`src/hw/uirp_pkg.sv`:
```
/*
 * Constants, internal register map and type definitions shared by the
 * indirect register port of the USB function controller.
 * Assumes the core writes and reads the two special function registers
 * with one-cycle strobes synchronous to ref_clk.
 */
// Functional notes
// RL1 - Core polls busy bit 7 before access
// RL2 - Core loads target select for every read and for the first write to a target
// RL3 - Data port write forwards byte to target
// RL4 - Repeated writes may skip target reload
// RL5 - Busy write starts read; result in data
// RL6 - Event flags at 0x02, 0x04, 0x06
// RL7 - Event enables at 0x07, 0x09, 0x0b
// RL8 - Common registers at 0x00-0x01, 0x0c-0x0f
// RL9 - Indexed registers at 0x11-0x17 decoded
// RL10 - Indexed accesses follow selected endpoint
// RL11 - Busy held until transfer really completes
package uirp_pkg;

   // Indirect address register fields
   localparam int BUSY_BIT = 7;
   localparam int AUTO_READ_BIT = 6;
   localparam int TARGET_MSB = 5;
   localparam logic [7:0] ADDR_REG_RESET = 8'h00;
   localparam logic [7:0] DATA_PORT_RESET = 8'h00;

   // Internal register offsets
   localparam logic [5:0] OFS_FUNCTION_ADDRESS = 6'h00;
   localparam logic [5:0] OFS_POWER_MANAGEMENT = 6'h01;
   localparam logic [5:0] OFS_IN_EVENT_FLAGS = 6'h02;
   localparam logic [5:0] OFS_OUT_EVENT_FLAGS = 6'h04;
   localparam logic [5:0] OFS_COMMON_EVENT_FLAGS = 6'h06;
   localparam logic [5:0] OFS_IN_EVENT_ENABLES = 6'h07;
   localparam logic [5:0] OFS_OUT_EVENT_ENABLES = 6'h09;
   localparam logic [5:0] OFS_COMMON_EVENT_ENABLES = 6'h0b;
   localparam logic [5:0] OFS_FRAME_NUMBER_LOW = 6'h0c;
   localparam logic [5:0] OFS_FRAME_NUMBER_HIGH = 6'h0d;
   localparam logic [5:0] OFS_ENDPOINT_SELECT = 6'h0e;
   localparam logic [5:0] OFS_CLOCK_RECOVERY = 6'h0f;
   localparam logic [5:0] OFS_EP_CSR_LOW = 6'h11;
   localparam logic [5:0] OFS_EP_IN_CSR_HIGH = 6'h12;
   localparam logic [5:0] OFS_EP_OUT_CSR_LOW = 6'h14;
   localparam logic [5:0] OFS_EP_OUT_CSR_HIGH = 6'h15;
   localparam logic [5:0] OFS_EP_COUNT_LOW = 6'h16;
   localparam logic [5:0] OFS_EP_OUT_COUNT_HIGH = 6'h17;
   localparam logic [5:0] OFS_QUEUE_BASE = 6'h20;
   localparam logic [3:0] QUEUE_PAGE = 4'h8;

   // Reset values
   localparam logic [7:0] REG_RESET = 8'h00;
   localparam logic [7:0] CLOCK_RECOVERY_RESET = 8'h09;

   // Cycles an internal access takes before it completes
   localparam int ACCESS_LATENCY = 2;

   typedef enum logic [4:0] {
      SEL_NONE, SEL_FUNCTION_ADDRESS_REG, SEL_POWER, SEL_IN_FLAGS, SEL_OUT_FLAGS, SEL_CM_FLAGS,
      SEL_IN_EN, SEL_OUT_EN, SEL_CM_EN, SEL_FRAME_LO, SEL_FRAME_HI, SEL_EP_SELECT,
      SEL_CLOCK_RECOVERY_CONTROL, SEL_QUEUE, SEL_EP0_CSR, SEL_IN_CSR_LO, SEL_IN_CSR_HI,
      SEL_OUT_CSR_LO, SEL_OUT_CSR_HI, SEL_EP0_COUNT, SEL_OUT_COUNT_LO,
      SEL_OUT_COUNT_HI
   } uirp_sel_e;

   typedef enum logic [1:0] {
      ST_IDLE, ST_WRITE, ST_READ
   } uirp_state_e;

endpackage

```
`src/hw/uirp_decode.sv`:
```
/*
 * Combinational decoder of the internal register map.
 * Assumes the endpoint number comes from the endpoint select register.
 */
`timescale 1ns/1ps
module uirp_decode (
   input wire logic [5:0] addr,
   input wire logic [1:0] ep_num,
   output uirp_pkg::uirp_sel_e sel
);
   always_comb begin
      sel = uirp_pkg::SEL_NONE;
      if (addr[5:2] == uirp_pkg::QUEUE_PAGE) begin
         sel = uirp_pkg::SEL_QUEUE;
      end
      else begin
         case (addr)
            // RL8 common register map
            uirp_pkg::OFS_FUNCTION_ADDRESS: sel = uirp_pkg::SEL_FUNCTION_ADDRESS_REG;
            uirp_pkg::OFS_POWER_MANAGEMENT: sel = uirp_pkg::SEL_POWER;
            uirp_pkg::OFS_FRAME_NUMBER_LOW: sel = uirp_pkg::SEL_FRAME_LO;
            uirp_pkg::OFS_FRAME_NUMBER_HIGH: sel = uirp_pkg::SEL_FRAME_HI;
            uirp_pkg::OFS_ENDPOINT_SELECT: sel = uirp_pkg::SEL_EP_SELECT;
            uirp_pkg::OFS_CLOCK_RECOVERY: sel = uirp_pkg::SEL_CLOCK_RECOVERY_CONTROL;
            // RL6 event flag map
            uirp_pkg::OFS_IN_EVENT_FLAGS: sel = uirp_pkg::SEL_IN_FLAGS;
            uirp_pkg::OFS_OUT_EVENT_FLAGS: sel = uirp_pkg::SEL_OUT_FLAGS;
            uirp_pkg::OFS_COMMON_EVENT_FLAGS: sel = uirp_pkg::SEL_CM_FLAGS;
            // RL7 event enable map
            uirp_pkg::OFS_IN_EVENT_ENABLES: sel = uirp_pkg::SEL_IN_EN;
            uirp_pkg::OFS_OUT_EVENT_ENABLES: sel = uirp_pkg::SEL_OUT_EN;
            uirp_pkg::OFS_COMMON_EVENT_ENABLES: sel = uirp_pkg::SEL_CM_EN;
            // RL9 RL10 indexed map, endpoint 0 shares low addresses
            uirp_pkg::OFS_EP_CSR_LOW: begin
               sel = (ep_num == 2'd0) ? uirp_pkg::SEL_EP0_CSR : uirp_pkg::SEL_IN_CSR_LO;
            end
            uirp_pkg::OFS_EP_COUNT_LOW: begin
               sel = (ep_num == 2'd0) ? uirp_pkg::SEL_EP0_COUNT : uirp_pkg::SEL_OUT_COUNT_LO;
            end
            uirp_pkg::OFS_EP_IN_CSR_HIGH: begin
               sel = (ep_num == 2'd0) ? uirp_pkg::SEL_NONE : uirp_pkg::SEL_IN_CSR_HI;
            end
            uirp_pkg::OFS_EP_OUT_CSR_LOW: begin
               sel = (ep_num == 2'd0) ? uirp_pkg::SEL_NONE : uirp_pkg::SEL_OUT_CSR_LO;
            end
            uirp_pkg::OFS_EP_OUT_CSR_HIGH: begin
               sel = (ep_num == 2'd0) ? uirp_pkg::SEL_NONE : uirp_pkg::SEL_OUT_CSR_HI;
            end
            uirp_pkg::OFS_EP_OUT_COUNT_HIGH: begin
               sel = (ep_num == 2'd0) ? uirp_pkg::SEL_NONE : uirp_pkg::SEL_OUT_COUNT_HI;
            end
            default: sel = uirp_pkg::SEL_NONE;
         endcase
      end
   end
endmodule

```
`src/hw/uirp_reg_file.sv`:
```
/*
 * Internal register file behind the indirect port: storage of the
 * writable registers, status read-back and endpoint queue strobes.
 * Assumes one request at a time; a new request only after ack.
 */
`timescale 1ns/1ps
module uirp_reg_file #(
   parameter int LATENCY = uirp_pkg::ACCESS_LATENCY
) (
   input wire logic ref_clk,
   input wire logic srst,
   input wire logic req,
   input wire logic we,
   input wire logic [5:0] addr,
   input wire logic [7:0] wdata,
   output logic ack,
   output logic [7:0] rdata_reg,
   input wire logic [7:0] in_flags,
   input wire logic [7:0] out_flags,
   input wire logic [7:0] common_flags,
   input wire logic [7:0] frame_low,
   input wire logic [7:0] frame_high,
   input wire logic [31:0] count_low_all,
   input wire logic [31:0] count_high_all,
   input wire logic [7:0] queue_rdata,
   output logic [7:0] function_address_reg,
   output logic [7:0] power_management_reg,
   output logic [7:0] in_enables_reg,
   output logic [7:0] out_enables_reg,
   output logic [7:0] common_enables_reg,
   output logic [7:0] endpoint_select_reg,
   output logic [7:0] clock_recovery_reg,
   output logic [7:0] ep_zero_csr_reg,
   output logic [31:0] in_csr_low_all,
   output logic [31:0] in_csr_high_all,
   output logic [31:0] out_csr_low_all,
   output logic [31:0] out_csr_high_all,
   output logic queue_write,
   output logic queue_read,
   output logic [1:0] queue_ep,
   output logic [7:0] queue_wdata
);
   localparam logic [3:0] LAT = 4'(LATENCY);

   logic [3:0] wait_reg;
   logic busy_reg;
   logic we_reg;
   logic [5:0] addr_reg;
   logic [7:0] wdata_reg;
   logic [7:0] in_lo_reg [4];
   logic [7:0] in_hi_reg [4];
   logic [7:0] out_lo_reg [4];
   logic [7:0] out_hi_reg [4];
   logic [1:0] ep;
   logic done;
   uirp_pkg::uirp_sel_e sel;

   assign ep = endpoint_select_reg[1:0];
   assign done = busy_reg && (wait_reg == 4'h1);
   assign ack = done;

   uirp_decode u_decode (
      .addr(addr_reg),
      .ep_num(ep),
      .sel(sel)
   );

   // Access latency stands in for the crossing into the USB core
   always_ff @(posedge ref_clk) begin
      if (srst) begin
         busy_reg <= 1'b0;
         wait_reg <= 4'h0;
         we_reg <= 1'b0;
         addr_reg <= 6'h00;
         wdata_reg <= 8'h00;
      end
      else if (req && !busy_reg) begin
         busy_reg <= 1'b1;
         wait_reg <= LAT;
         we_reg <= we;
         addr_reg <= addr;
         wdata_reg <= wdata;
      end
      else if (busy_reg) begin
         wait_reg <= wait_reg - 4'h1;
         if (done) begin
            busy_reg <= 1'b0;
         end
      end
   end

   // RL3 write lands in target
   always_ff @(posedge ref_clk) begin
      if (srst) begin
         function_address_reg <= uirp_pkg::REG_RESET;
         power_management_reg <= uirp_pkg::REG_RESET;
         in_enables_reg <= uirp_pkg::REG_RESET;
         out_enables_reg <= uirp_pkg::REG_RESET;
         common_enables_reg <= uirp_pkg::REG_RESET;
         endpoint_select_reg <= uirp_pkg::REG_RESET;
         clock_recovery_reg <= uirp_pkg::CLOCK_RECOVERY_RESET;
         ep_zero_csr_reg <= uirp_pkg::REG_RESET;
         for (int i = 0; i < 4; i++) begin
            in_lo_reg[i] <= uirp_pkg::REG_RESET;
            in_hi_reg[i] <= uirp_pkg::REG_RESET;
            out_lo_reg[i] <= uirp_pkg::REG_RESET;
            out_hi_reg[i] <= uirp_pkg::REG_RESET;
         end
      end
      else if (done && we_reg) begin
         case (sel)
            uirp_pkg::SEL_FUNCTION_ADDRESS_REG: function_address_reg <= wdata_reg;
            uirp_pkg::SEL_POWER: power_management_reg <= wdata_reg;
            uirp_pkg::SEL_IN_EN: in_enables_reg <= wdata_reg;
            uirp_pkg::SEL_OUT_EN: out_enables_reg <= wdata_reg;
            uirp_pkg::SEL_CM_EN: common_enables_reg <= wdata_reg;
            uirp_pkg::SEL_EP_SELECT: endpoint_select_reg <= {4'h0, wdata_reg[3:0]};
            uirp_pkg::SEL_CLOCK_RECOVERY_CONTROL: clock_recovery_reg <= wdata_reg;
            uirp_pkg::SEL_EP0_CSR: ep_zero_csr_reg <= wdata_reg;
            // RL10 indexed writes follow endpoint
            uirp_pkg::SEL_IN_CSR_LO: in_lo_reg[ep] <= wdata_reg;
            uirp_pkg::SEL_IN_CSR_HI: in_hi_reg[ep] <= wdata_reg;
            uirp_pkg::SEL_OUT_CSR_LO: out_lo_reg[ep] <= wdata_reg;
            uirp_pkg::SEL_OUT_CSR_HI: out_hi_reg[ep] <= wdata_reg;
            default: ;
         endcase
      end
   end

   always_comb begin
      for (int i = 0; i < 4; i++) begin
         in_csr_low_all[8*i +: 8] = in_lo_reg[i];
         in_csr_high_all[8*i +: 8] = in_hi_reg[i];
         out_csr_low_all[8*i +: 8] = out_lo_reg[i];
         out_csr_high_all[8*i +: 8] = out_hi_reg[i];
      end
   end

   // RL5 read result captured at completion
   always_ff @(posedge ref_clk) begin
      if (srst) begin
         rdata_reg <= uirp_pkg::DATA_PORT_RESET;
      end
      else if (done && !we_reg) begin
         case (sel)
            uirp_pkg::SEL_FUNCTION_ADDRESS_REG: rdata_reg <= function_address_reg;
            uirp_pkg::SEL_POWER: rdata_reg <= power_management_reg;
            uirp_pkg::SEL_IN_FLAGS: rdata_reg <= in_flags;
            uirp_pkg::SEL_OUT_FLAGS: rdata_reg <= out_flags;
            uirp_pkg::SEL_CM_FLAGS: rdata_reg <= common_flags;
            uirp_pkg::SEL_IN_EN: rdata_reg <= in_enables_reg;
            uirp_pkg::SEL_OUT_EN: rdata_reg <= out_enables_reg;
            uirp_pkg::SEL_CM_EN: rdata_reg <= common_enables_reg;
            uirp_pkg::SEL_FRAME_LO: rdata_reg <= frame_low;
            uirp_pkg::SEL_FRAME_HI: rdata_reg <= frame_high;
            uirp_pkg::SEL_EP_SELECT: rdata_reg <= endpoint_select_reg;
            uirp_pkg::SEL_CLOCK_RECOVERY_CONTROL: rdata_reg <= clock_recovery_reg;
            uirp_pkg::SEL_QUEUE: rdata_reg <= queue_rdata;
            uirp_pkg::SEL_EP0_CSR: rdata_reg <= ep_zero_csr_reg;
            uirp_pkg::SEL_IN_CSR_LO: rdata_reg <= in_lo_reg[ep];
            uirp_pkg::SEL_IN_CSR_HI: rdata_reg <= in_hi_reg[ep];
            uirp_pkg::SEL_OUT_CSR_LO: rdata_reg <= out_lo_reg[ep];
            uirp_pkg::SEL_OUT_CSR_HI: rdata_reg <= out_hi_reg[ep];
            uirp_pkg::SEL_EP0_COUNT: rdata_reg <= count_low_all[7:0];
            uirp_pkg::SEL_OUT_COUNT_LO: rdata_reg <= count_low_all[8*ep +: 8];
            uirp_pkg::SEL_OUT_COUNT_HI: rdata_reg <= count_high_all[8*ep +: 8];
            default: rdata_reg <= 8'h00;
         endcase
      end
   end

   // Queue strobes fire once per access so a read unloads one byte
   always_ff @(posedge ref_clk) begin
      if (srst) begin
         queue_write <= 1'b0;
         queue_read <= 1'b0;
         queue_ep <= 2'd0;
         queue_wdata <= 8'h00;
      end
      else begin
         queue_write <= done && we_reg && (sel == uirp_pkg::SEL_QUEUE);
         queue_read <= done && !we_reg && (sel == uirp_pkg::SEL_QUEUE);
         if (done && (sel == uirp_pkg::SEL_QUEUE)) begin
            queue_ep <= addr_reg[1:0];
            queue_wdata <= wdata_reg;
         end
      end
   end
endmodule

```
`src/hw/uirp_port.sv`:
```
/*
 * Top of the indirect register port: address/control and data special
 * function registers, the busy handshake, and the internal register file.
 * Assumes the core drives one-cycle write strobes for each register and
 * polls busy before every access.
 */
`timescale 1ns/1ps
module uirp_port #(
   parameter int LATENCY = uirp_pkg::ACCESS_LATENCY
) (
   input wire logic ref_clk,
   input wire logic srst,
   input wire logic addr_sfr_write,
   input wire logic data_sfr_write,
   input wire logic [7:0] sfr_wdata,
   output logic [7:0] addr_sfr_rdata,
   output logic [7:0] data_sfr_rdata,
   input wire logic [7:0] in_flags,
   input wire logic [7:0] out_flags,
   input wire logic [7:0] common_flags,
   input wire logic [7:0] frame_low,
   input wire logic [7:0] frame_high,
   input wire logic [31:0] count_low_all,
   input wire logic [31:0] count_high_all,
   input wire logic [7:0] queue_rdata,
   output logic [7:0] function_address,
   output logic [7:0] power_management,
   output logic [7:0] in_enables,
   output logic [7:0] out_enables,
   output logic [7:0] common_enables,
   output logic [7:0] endpoint_select,
   output logic [7:0] clock_recovery,
   output logic [7:0] ep_zero_csr,
   output logic [31:0] in_csr_low_all,
   output logic [31:0] in_csr_high_all,
   output logic [31:0] out_csr_low_all,
   output logic [31:0] out_csr_high_all,
   output logic queue_write,
   output logic queue_read,
   output logic [1:0] queue_ep,
   output logic [7:0] queue_wdata
);
   localparam int MAX_WAIT = 16;

   uirp_pkg::uirp_state_e state_reg;
   logic [5:0] target_reg;
   logic [7:0] data_reg;
   logic req_reg;
   logic req_we_reg;
   logic rf_ack;
   logic [7:0] rf_rdata;
   logic busy;
   logic fetch_reg;
   logic idle_addr_write;
   logic idle_data_write;

   assign busy = (state_reg != uirp_pkg::ST_IDLE) || fetch_reg;
   // RL1 accesses while busy are dropped
   assign idle_addr_write = addr_sfr_write && !busy;
   assign idle_data_write = data_sfr_write && !busy;

   // Auto-read is not supported and reads back as zero
   assign addr_sfr_rdata = {busy, 1'b0, target_reg};
   assign data_sfr_rdata = data_reg;

   // RL11 busy until completion
   always_ff @(posedge ref_clk) begin
      if (srst) begin
         state_reg <= uirp_pkg::ST_IDLE;
      end
      else begin
         case (state_reg)
            uirp_pkg::ST_IDLE: begin
               if (idle_data_write) begin
                  state_reg <= uirp_pkg::ST_WRITE;
               end
               else if (idle_addr_write && sfr_wdata[uirp_pkg::BUSY_BIT]) begin
                  state_reg <= uirp_pkg::ST_READ;
               end
            end
            uirp_pkg::ST_WRITE,
            uirp_pkg::ST_READ: begin
               if (rf_ack) begin
                  state_reg <= uirp_pkg::ST_IDLE;
               end
            end
            default: state_reg <= uirp_pkg::ST_IDLE;
         endcase
      end
   end

   // RL11 read result lands one cycle after ack
   // The file's read register is loaded on the ack edge, so busy must cover one more cycle
   always_ff @(posedge ref_clk) begin
      if (srst) begin
         fetch_reg <= 1'b0;
      end
      else begin
         fetch_reg <= (state_reg == uirp_pkg::ST_READ) && rf_ack;
      end
   end

   // RL2 RL4 target select held
   always_ff @(posedge ref_clk) begin
      if (srst) begin
         target_reg <= uirp_pkg::ADDR_REG_RESET[uirp_pkg::TARGET_MSB:0];
      end
      else if (idle_addr_write) begin
         target_reg <= sfr_wdata[uirp_pkg::TARGET_MSB:0];
      end
   end

   // RL3 RL5 data port contents
   always_ff @(posedge ref_clk) begin
      if (srst) begin
         data_reg <= uirp_pkg::DATA_PORT_RESET;
      end
      else if (idle_data_write) begin
         data_reg <= sfr_wdata;
      end
      else if (fetch_reg) begin
         data_reg <= rf_rdata;
      end
   end

   // RL3 RL5 internal request issue
   always_ff @(posedge ref_clk) begin
      if (srst) begin
         req_reg <= 1'b0;
         req_we_reg <= 1'b0;
      end
      else begin
         req_reg <= idle_data_write || (idle_addr_write && sfr_wdata[uirp_pkg::BUSY_BIT]);
         req_we_reg <= idle_data_write;
      end
   end

   uirp_reg_file #(
      .LATENCY(LATENCY)
   ) u_reg_file (
      .ref_clk(ref_clk),
      .srst(srst),
      .req(req_reg),
      .we(req_we_reg),
      .addr(target_reg),
      .wdata(data_reg),
      .ack(rf_ack),
      .rdata_reg(rf_rdata),
      .in_flags(in_flags),
      .out_flags(out_flags),
      .common_flags(common_flags),
      .frame_low(frame_low),
      .frame_high(frame_high),
      .count_low_all(count_low_all),
      .count_high_all(count_high_all),
      .queue_rdata(queue_rdata),
      .function_address_reg(function_address),
      .power_management_reg(power_management),
      .in_enables_reg(in_enables),
      .out_enables_reg(out_enables),
      .common_enables_reg(common_enables),
      .endpoint_select_reg(endpoint_select),
      .clock_recovery_reg(clock_recovery),
      .ep_zero_csr_reg(ep_zero_csr),
      .in_csr_low_all(in_csr_low_all),
      .in_csr_high_all(in_csr_high_all),
      .out_csr_low_all(out_csr_low_all),
      .out_csr_high_all(out_csr_high_all),
      .queue_write(queue_write),
      .queue_read(queue_read),
      .queue_ep(queue_ep),
      .queue_wdata(queue_wdata)
   );

   // Helper: cycles spent busy, bounds the wait
   logic [4:0] busy_cnt;
   always_ff @(posedge ref_clk) begin
      if (srst || !busy) begin
         busy_cnt <= 5'd0;
      end
      else if (busy_cnt != 5'd31) begin
         busy_cnt <= busy_cnt + 5'd1;
      end
   end
endmodule

```
`config.mk`:
```
export PLATFORM = sky130hd
export DESIGN_NAME = uirp_port
export DESIGN_NICKNAME = d
export VERILOG_FILES = /design/src/hw/uirp_pkg.sv /design/src/hw/uirp_decode.sv /design/src/hw/uirp_reg_file.sv /design/src/hw/uirp_port.sv
export SDC_FILE = /design/constraint.sdc
export NUM_CORES = 1
export LEC_CHECK = 0
export BUFFER_PORTS_ARGS = -buffer_cell sky130_fd_sc_hd__buf_2
export CORE_UTILIZATION = 52
export CTS_CLUSTER_DIAMETER = 40
export DETAILED_ROUTE_END_ITERATION = 10
export GPL_ROUTABILITY_DRIVEN = 0
export HOLD_SLACK_MARGIN = 0.05
export PLACE_DENSITY = 0.8
export SYNTH_ARGS = -nofsm -noshare
export SYNTH_HDL_FRONTEND = slang
export SYNTH_SLANG_ARGS = --single-unit
```
`constraint.sdc`:
```
create_clock -name ref_clk -period 4.8 [get_ports ref_clk]
set_input_delay 0.24 -clock ref_clk [delete_from_list [all_inputs] [get_ports ref_clk]]
set_output_delay 0.24 -clock ref_clk [all_outputs]
set_load 0.1 [all_outputs]
```
Word-level counts from Yosys, hierarchy flattened
Memory sizes are Yosys's and may differ from the RTL's. A register that Yosys moved wholly into a read port is not among the register bits.
Cells that the tools add are included.
W data, S select, Z words.
Cells by class
  add/sub/neg operators: 1
  eq/ne operators: 44
  shifts and indexed selects: 2
  mux-type cells: 58
  reductions and logical operators: 37
Operators with widths (number)
  $pmux W8 S21: 1
  $pmux W5 S18: 1
  $shiftx A32 B6 Y8: 2
  $mux W8: 6
  $eq A5 B4 Y1 const B: 8
  $eq A6 B4 Y1 const B: 6
  $eq A6 B5 Y1 const B: 6
  $mux W2: 17
  $reduce_or A8 Y1: 4
  $eq A5 B5 Y1 const B: 6
  $mux W1: 26
  $mux W5: 5
  $eq A5 B3 Y1 const B: 4
  $eq A6 B3 Y1 const B: 3
  $reduce_and A2 Y1: 9
  $logic_and A1 B1 Y1: 11
  $eq A5 B2 Y1 const B: 2
  $eq A6 B1 Y1 const B: 1
  $eq A6 B2 Y1 const B: 1
  $logic_not A6 Y1: 1
  $reduce_bool A2 Y1: 3
  $eq A5 B1 Y1 const B: 1
  $eq A4 B1 Y1 const B: 1
  $eq A4 B4 Y1 const B: 1
  11 further kinds: 16
Storage, ports and cells
  register bits: 119
  bits in writable memories: 128
  input bits: 124
  output and inout bits: 220
  word-level logic and storage cells: 171
  memories kept: 4
Memory list
  u_reg_file.in_hi_reg: depth 4, bits a word 8, read ports 5, clocked after memory_dff 1, write ports 4, RTL line uirp_reg_file.sv:51  | logic [7:0] in_hi_reg [4];
  u_reg_file.in_lo_reg: depth 4, bits a word 8, read ports 5, clocked after memory_dff 1, write ports 4, RTL line uirp_reg_file.sv:50  | logic [7:0] in_lo_reg [4];
  u_reg_file.out_hi_reg: depth 4, bits a word 8, read ports 5, clocked after memory_dff 1, write ports 4, RTL line uirp_reg_file.sv:53  | logic [7:0] out_hi_reg [4];
  u_reg_file.out_lo_reg: depth 4, bits a word 8, read ports 5, clocked after memory_dff 1, write ports 4, RTL line uirp_reg_file.sv:52  | logic [7:0] out_lo_reg [4];

Logic depth before layout (Yosys ltp)
  depth after elaboration: 11
  mapped depth: 11
  depth with buffers taken out: 9

Hierarchy
From an unflattened synthesis, not the netlist that was laid out.
Second synthesis, totals
  cells, all modules: 1157
  area, all modules: 12340.6 sq um
Modules (own cells, without submodules)
  uirp_reg_file: instances 1, cells an instance 1030, area an instance 11249.5 sq um, sequential area each 5885.6 sq um
  uirp_port: instances 1, cells an instance 83, area an instance 789.5 sq um, sequential area each 380.4 sq um
  uirp_decode: instances 1, cells an instance 44, area an instance 301.5 sq um, sequential area each 0.0 sq um

Least setup slack after synthesis
Ideal clock, no wire load.
  path kind: flip-flop to flip-flop
  start: register u_reg_file.endpoint_select_reg[0]
  end: memory u_reg_file.out_hi_reg[2][0] (enable)
  setup time: 0.309 ns
  arrival: 2.713 ns
  required time: 4.491 ns
  setup slack: 1.778 ns
  cell stages (with the launch flop): 8
  path buffers: 2
  clock period less this slack: 3.022 ns
  cells stage by stage: dfxtp_1 > buf_2 > o21ai_0 > nor4_4 > clkbuf_1 > nand2_1 > nor2_1 > or2_2
RTL lines
  start: declaration: RTL line uirp_reg_file.sv:31  | output logic [7:0] endpoint_select_reg,
  start signal: assignment: RTL line uirp_reg_file.sv:100  | endpoint_select_reg <= uirp_pkg::REG_RESET;
  start signal: assignment: RTL line uirp_reg_file.sv:117  | uirp_pkg::SEL_EP_SELECT: endpoint_select_reg <= {4'h0, wdata_reg[3:0]};
  end: declaration: RTL line uirp_reg_file.sv:53

Worst setup path after layout
  start: register u_reg_file.addr_reg[2]
  end: register u_reg_file.rdata_reg[3]
On the way
  cells in the longest elaborated chain, start to end: 5
  elaborated cells on any way between the ends: 43
  classes of those cells: 39 x eq/ne; 3 x mux; 1 x reduce/logical
RTL lines
  start: declaration: RTL line uirp_reg_file.sv:48  | logic [5:0] addr_reg;
  start signal: assignment: RTL line uirp_reg_file.sv:81  | addr_reg <= addr;
  $eq A6 B5 Y1 (tied with other cells): RTL line uirp_decode.sv:17  | case (addr)
  $pmux W5 S18: RTL line uirp_decode.sv:17
  $mux W5 *: RTL line uirp_decode.sv:13  | if (addr[5:2] == uirp_pkg::QUEUE_PAGE) begin
  $eq A5 B5 Y1 (tied with other cells): RTL line uirp_reg_file.sv:145  | case (sel)
  $pmux W8 S21 *: RTL line uirp_reg_file.sv:145
  end signal: assignment: RTL line uirp_reg_file.sv:146  | uirp_pkg::SEL_FUNCTION_ADDRESS_REG: rdata_reg <= function_address_reg;
  end signal: assignment: RTL line uirp_reg_file.sv:147  | uirp_pkg::SEL_POWER: rdata_reg <= power_management_reg;
  end signal: assignment: RTL line uirp_reg_file.sv:148  | uirp_pkg::SEL_IN_FLAGS: rdata_reg <= in_flags;
  end: declaration: RTL line uirp_reg_file.sv:17  | output logic [7:0] rdata_reg,
Mark *: on every way between the ends. The rest lies on a longest branch, timed or not.
A chain may end at the register's enable or synchronous reset.

==> flow_summary.toml <==
[outcome]
status = "completed"

[floorplan]
die_area_sq_um = 23600
fp-row-count = 55
start_util_pct = 53.0
core_sq_um = 22600
die_w_um = 154
fp.dieH_um = 154
pin_count = 344

[logic_synthesis]
syn_avg_cell_area_sq_um = 10.6
ys_async_sr_fraction_pct = 0
synth_top_area_share_pct = 32.2
yosysTopAreaCell = "edfxtp_1"
synth.distinct_cells = 80
synthFlopType = "edfxtp_1"
synth_area_sq_um = 12000
yosysSeqAreaShare_pct = 52.4
syn_inst = 1123
synth_edf_count = 128
synth_area_leaders = "edfxtp_1, dfxtp_1, mux4_2"
ys_ff_latch = 249
yosysWarnings = 0

[grt]
grt_pass1_vias = 10152
grt-ovfl-total = 0
grt_start_max_net_pins = 82
grt_pass1_wl_um = 60300
grt_use_total_pct = 34.1
antenna_found_initial = 0

[clock_network]
clock_path_buffers = 3
cts_htree_levels = 2
path_clk_slew_ns = 0.06
clkSinkCount = 249
cts-buffers-inserted = 35
cts_tree = "yes"
clock_latency_ns = 0.51
cts_root_buf = "clkbuf_16"

[power_and_ir_drop]
sw_frac_of_total_pct = 30.1
power_density_nw_per_um2 = 394
p_int_mw = 4.11
clkPwrFrac_pct = 43.7
p_leak_nw = 6.11
p_comb_share_pct = 15.4
ir_drop_mv = 0.270
power_frac_seq_pct = 40.9
p_sw_mw = 1.77

[timing]
skew_ns = 0.0267
relSlewSlack_pct = 17.9
final.min_clock_period_ns = 3.64
fin_setup_tns_ns = 0
tightest_slew_ns = 1.23
slew_viol_final = 0
rsz0062_at_grt = "false"
max_freq_ghz = 0.275
setup_slack_ns = 1.16
fin_crit_sh_pct = 75.7
setup_violations = 0
hold_viol = 0

[layout]
drive_gt1_share_pct = 32.5
fill_cells = 1726
num_antenna_cells = 0
finish.instance_area_sq_um = 14900
layout.nets = 1572
areaGrowthSynthToFinish_pct = 24.9

[worst_hold_path]
holdCritPathClass = "input pin to flip-flop"

[run]
cap_violations = 0

[setup_path]
worstPathMaxFanout = 28
crit_path_end_kind = "flip-flop"
worstSetupPathType = "flip-flop to flip-flop"
crit_required_ns = 5.14
arrival_ns = 3.97
cp-start-kind = "flip-flop"

[drt]
wl_um = 41300
drc = 0
dr.pass1.iters = 6
drt_iter0_drc = 1385
viasPerCell = 6.14
wl_per_cell_um = 23.5
vias = 10770
ant_nets = 0

[place]
placed_area_sq_um = 13700
port_buffers = 330
dp_hpwl_um = 29300
pre_cts_ws_ns = 1.23
[Yosys cell counts (all sizes together), types with 10 or more instances]
| library cell | number |
|---|---|
| nand2 | 176 |
| edfxtp | 128 |
| dfxtp | 121 |
| a21oi | 99 |
| and2 | 79 |
| clkbuf | 65 |
| nor2 | 50 |
| a22oi | 48 |
| nand3 | 43 |
| buf | 37 |
| mux2i | 35 |
| mux4 | 32 |
| and3 | 27 |
| or2 | 13 |
| nor2b | 10 |
| nor3 | 10 |
[area by class of cell]
class / instances / area [sq um] / share of cell area, %
inverters: 9 / 33.8 / 0.226
well taps: 285 / 357 / 2.39
clock inverters: 20 / 211 / 1.42
flip-flops and latches: 249 / 6270 / 42.0
clock buffers: 42 / 965 / 6.46
multi-input cells: 799 / 5280 / 35.3
repair buffers: 350 / 1820 / 12.2
[placed cells by master (no fill, tap or decap), types with 6 or more instances in the layout]
cell	n
a22o_1	7
o22ai_1	7
o21ai_0	9
and3_1	27
clkbuf_16	37
a211oi_1	9
nand4_1	9
nor3_1	10
edfxtp_1	128
nand3_1	43
inv_1	9
nor2_2	6
dfxtp_1	120
buf_4	13
nand2b_1	7
nor2_1	43
dlygate4sd3_1	8
nor2b_1	10
conb_1	37
mux4_2	32
nand2_1	175
buf_2	329
and2_1	79
mux2i_1	35
a22oi_1	48
mux2_2	8
a21oi_1	99
or2_2	11
[routing by layer]
metal | track usage (%) | vias up | part of all wire (%)
met3 | 7.24 | 159 | 11
met1 | 44.9 | 5144 | 38
met5 | 0 | - | 0
met2 | 53.7 | 739 | 46
li1 | - | 4728 | -
met4 | 16.5 | 0 | 5.1
[power by group through the flow]
| stage | Clock [mW] | Combinational (mW) | Sequential (mW) |
|---|---|---|---|
| 2_1_floorplan | 0 | 0.293 | 2.85 |
| 3_3_place_gp | 0 | 0.883 | 2.44 |
| 3_5_place_dp | 0 | 0.892 | 2.44 |
| 4_1_cts | 2.58 | 0.900 | 2.40 |
| 5_1_grt | 2.66 | 0.943 | 2.41 |
| 6_report | 2.57 | 0.907 | 2.40 |
[metrics by stage]
stage / std cells / total power [mW] / utilization, % / hold slack (ns)
2_1_floorplan: 1159 / 3.14 / - / 0.388
3_3_place_gp: 1684 / 3.32 / 60.6 / 0.435
3_5_place_dp: 1684 / 3.34 / 60.6 / 0.446
4_1_cts: 1754 / 5.88 / 66.2 / 0.0563
5_1_grt: 1754 / 6.02 / 66.2 / 0.0894
6_report: 1754 / 5.88 / 66.2 / 0.0689
[kinds of logic (layout without fill, tap and decap cells)]
logic type	Yosys count	after routing	synth area share, %
compound gates	225	225	12.8
xor+xnor	1	1	0.0733
fa+ha+maj	4	4	0.419
buf+inv	111	421	4.65
flops	249	249	52.4
mux	76	76	9.84
other cells	1	37	0.0314
simple gates	456	456	19.8
[critical path: stages (launching register included)]
cell and delay, ns:
dfxtp_1 0.93, nand2_2 0.32, nor3b_4 0.80, buf_4 0.29, mux2i_1 0.20, o22ai_1 0.14, a2111oi_0 0.68, a211oi_1 0.11
[repair_timing]
| action | in CTS | in global routing |
|---|---|---|
| setup buffers | 0 | 0 |
| hold buffers | 8 | 0 |
| endpoints found under the hold margin | 10 | 0 |
| gates resized for setup | 0 | 0 |
[final timing paths]
path / from / endpoint / slack, ns / depth (start not counted)
setup / recovery: u_reg_file.addr_reg[2]$_SDFFE_PP0P_ / u_reg_file.rdata_reg[3]$_SDFFE_PP0P_ / 1.16 / 7
hold / removal: sfr_wdata[6] / data_sfr_rdata[6]$_SDFFE_PP0P_ / 0.07 / 3
setup reg to reg: u_reg_file.addr_reg[2]$_SDFFE_PP0P_ / u_reg_file.rdata_reg[3]$_SDFFE_PP0P_ / 1.16 / 7
hold reg to reg: u_reg_file.queue_wdata[0]$_SDFFE_PP0P_ / u_reg_file.queue_wdata[0]$_SDFFE_PP0P_ / 0.46 / 2
Note: power is estimated with default switching activity, not from simulation.
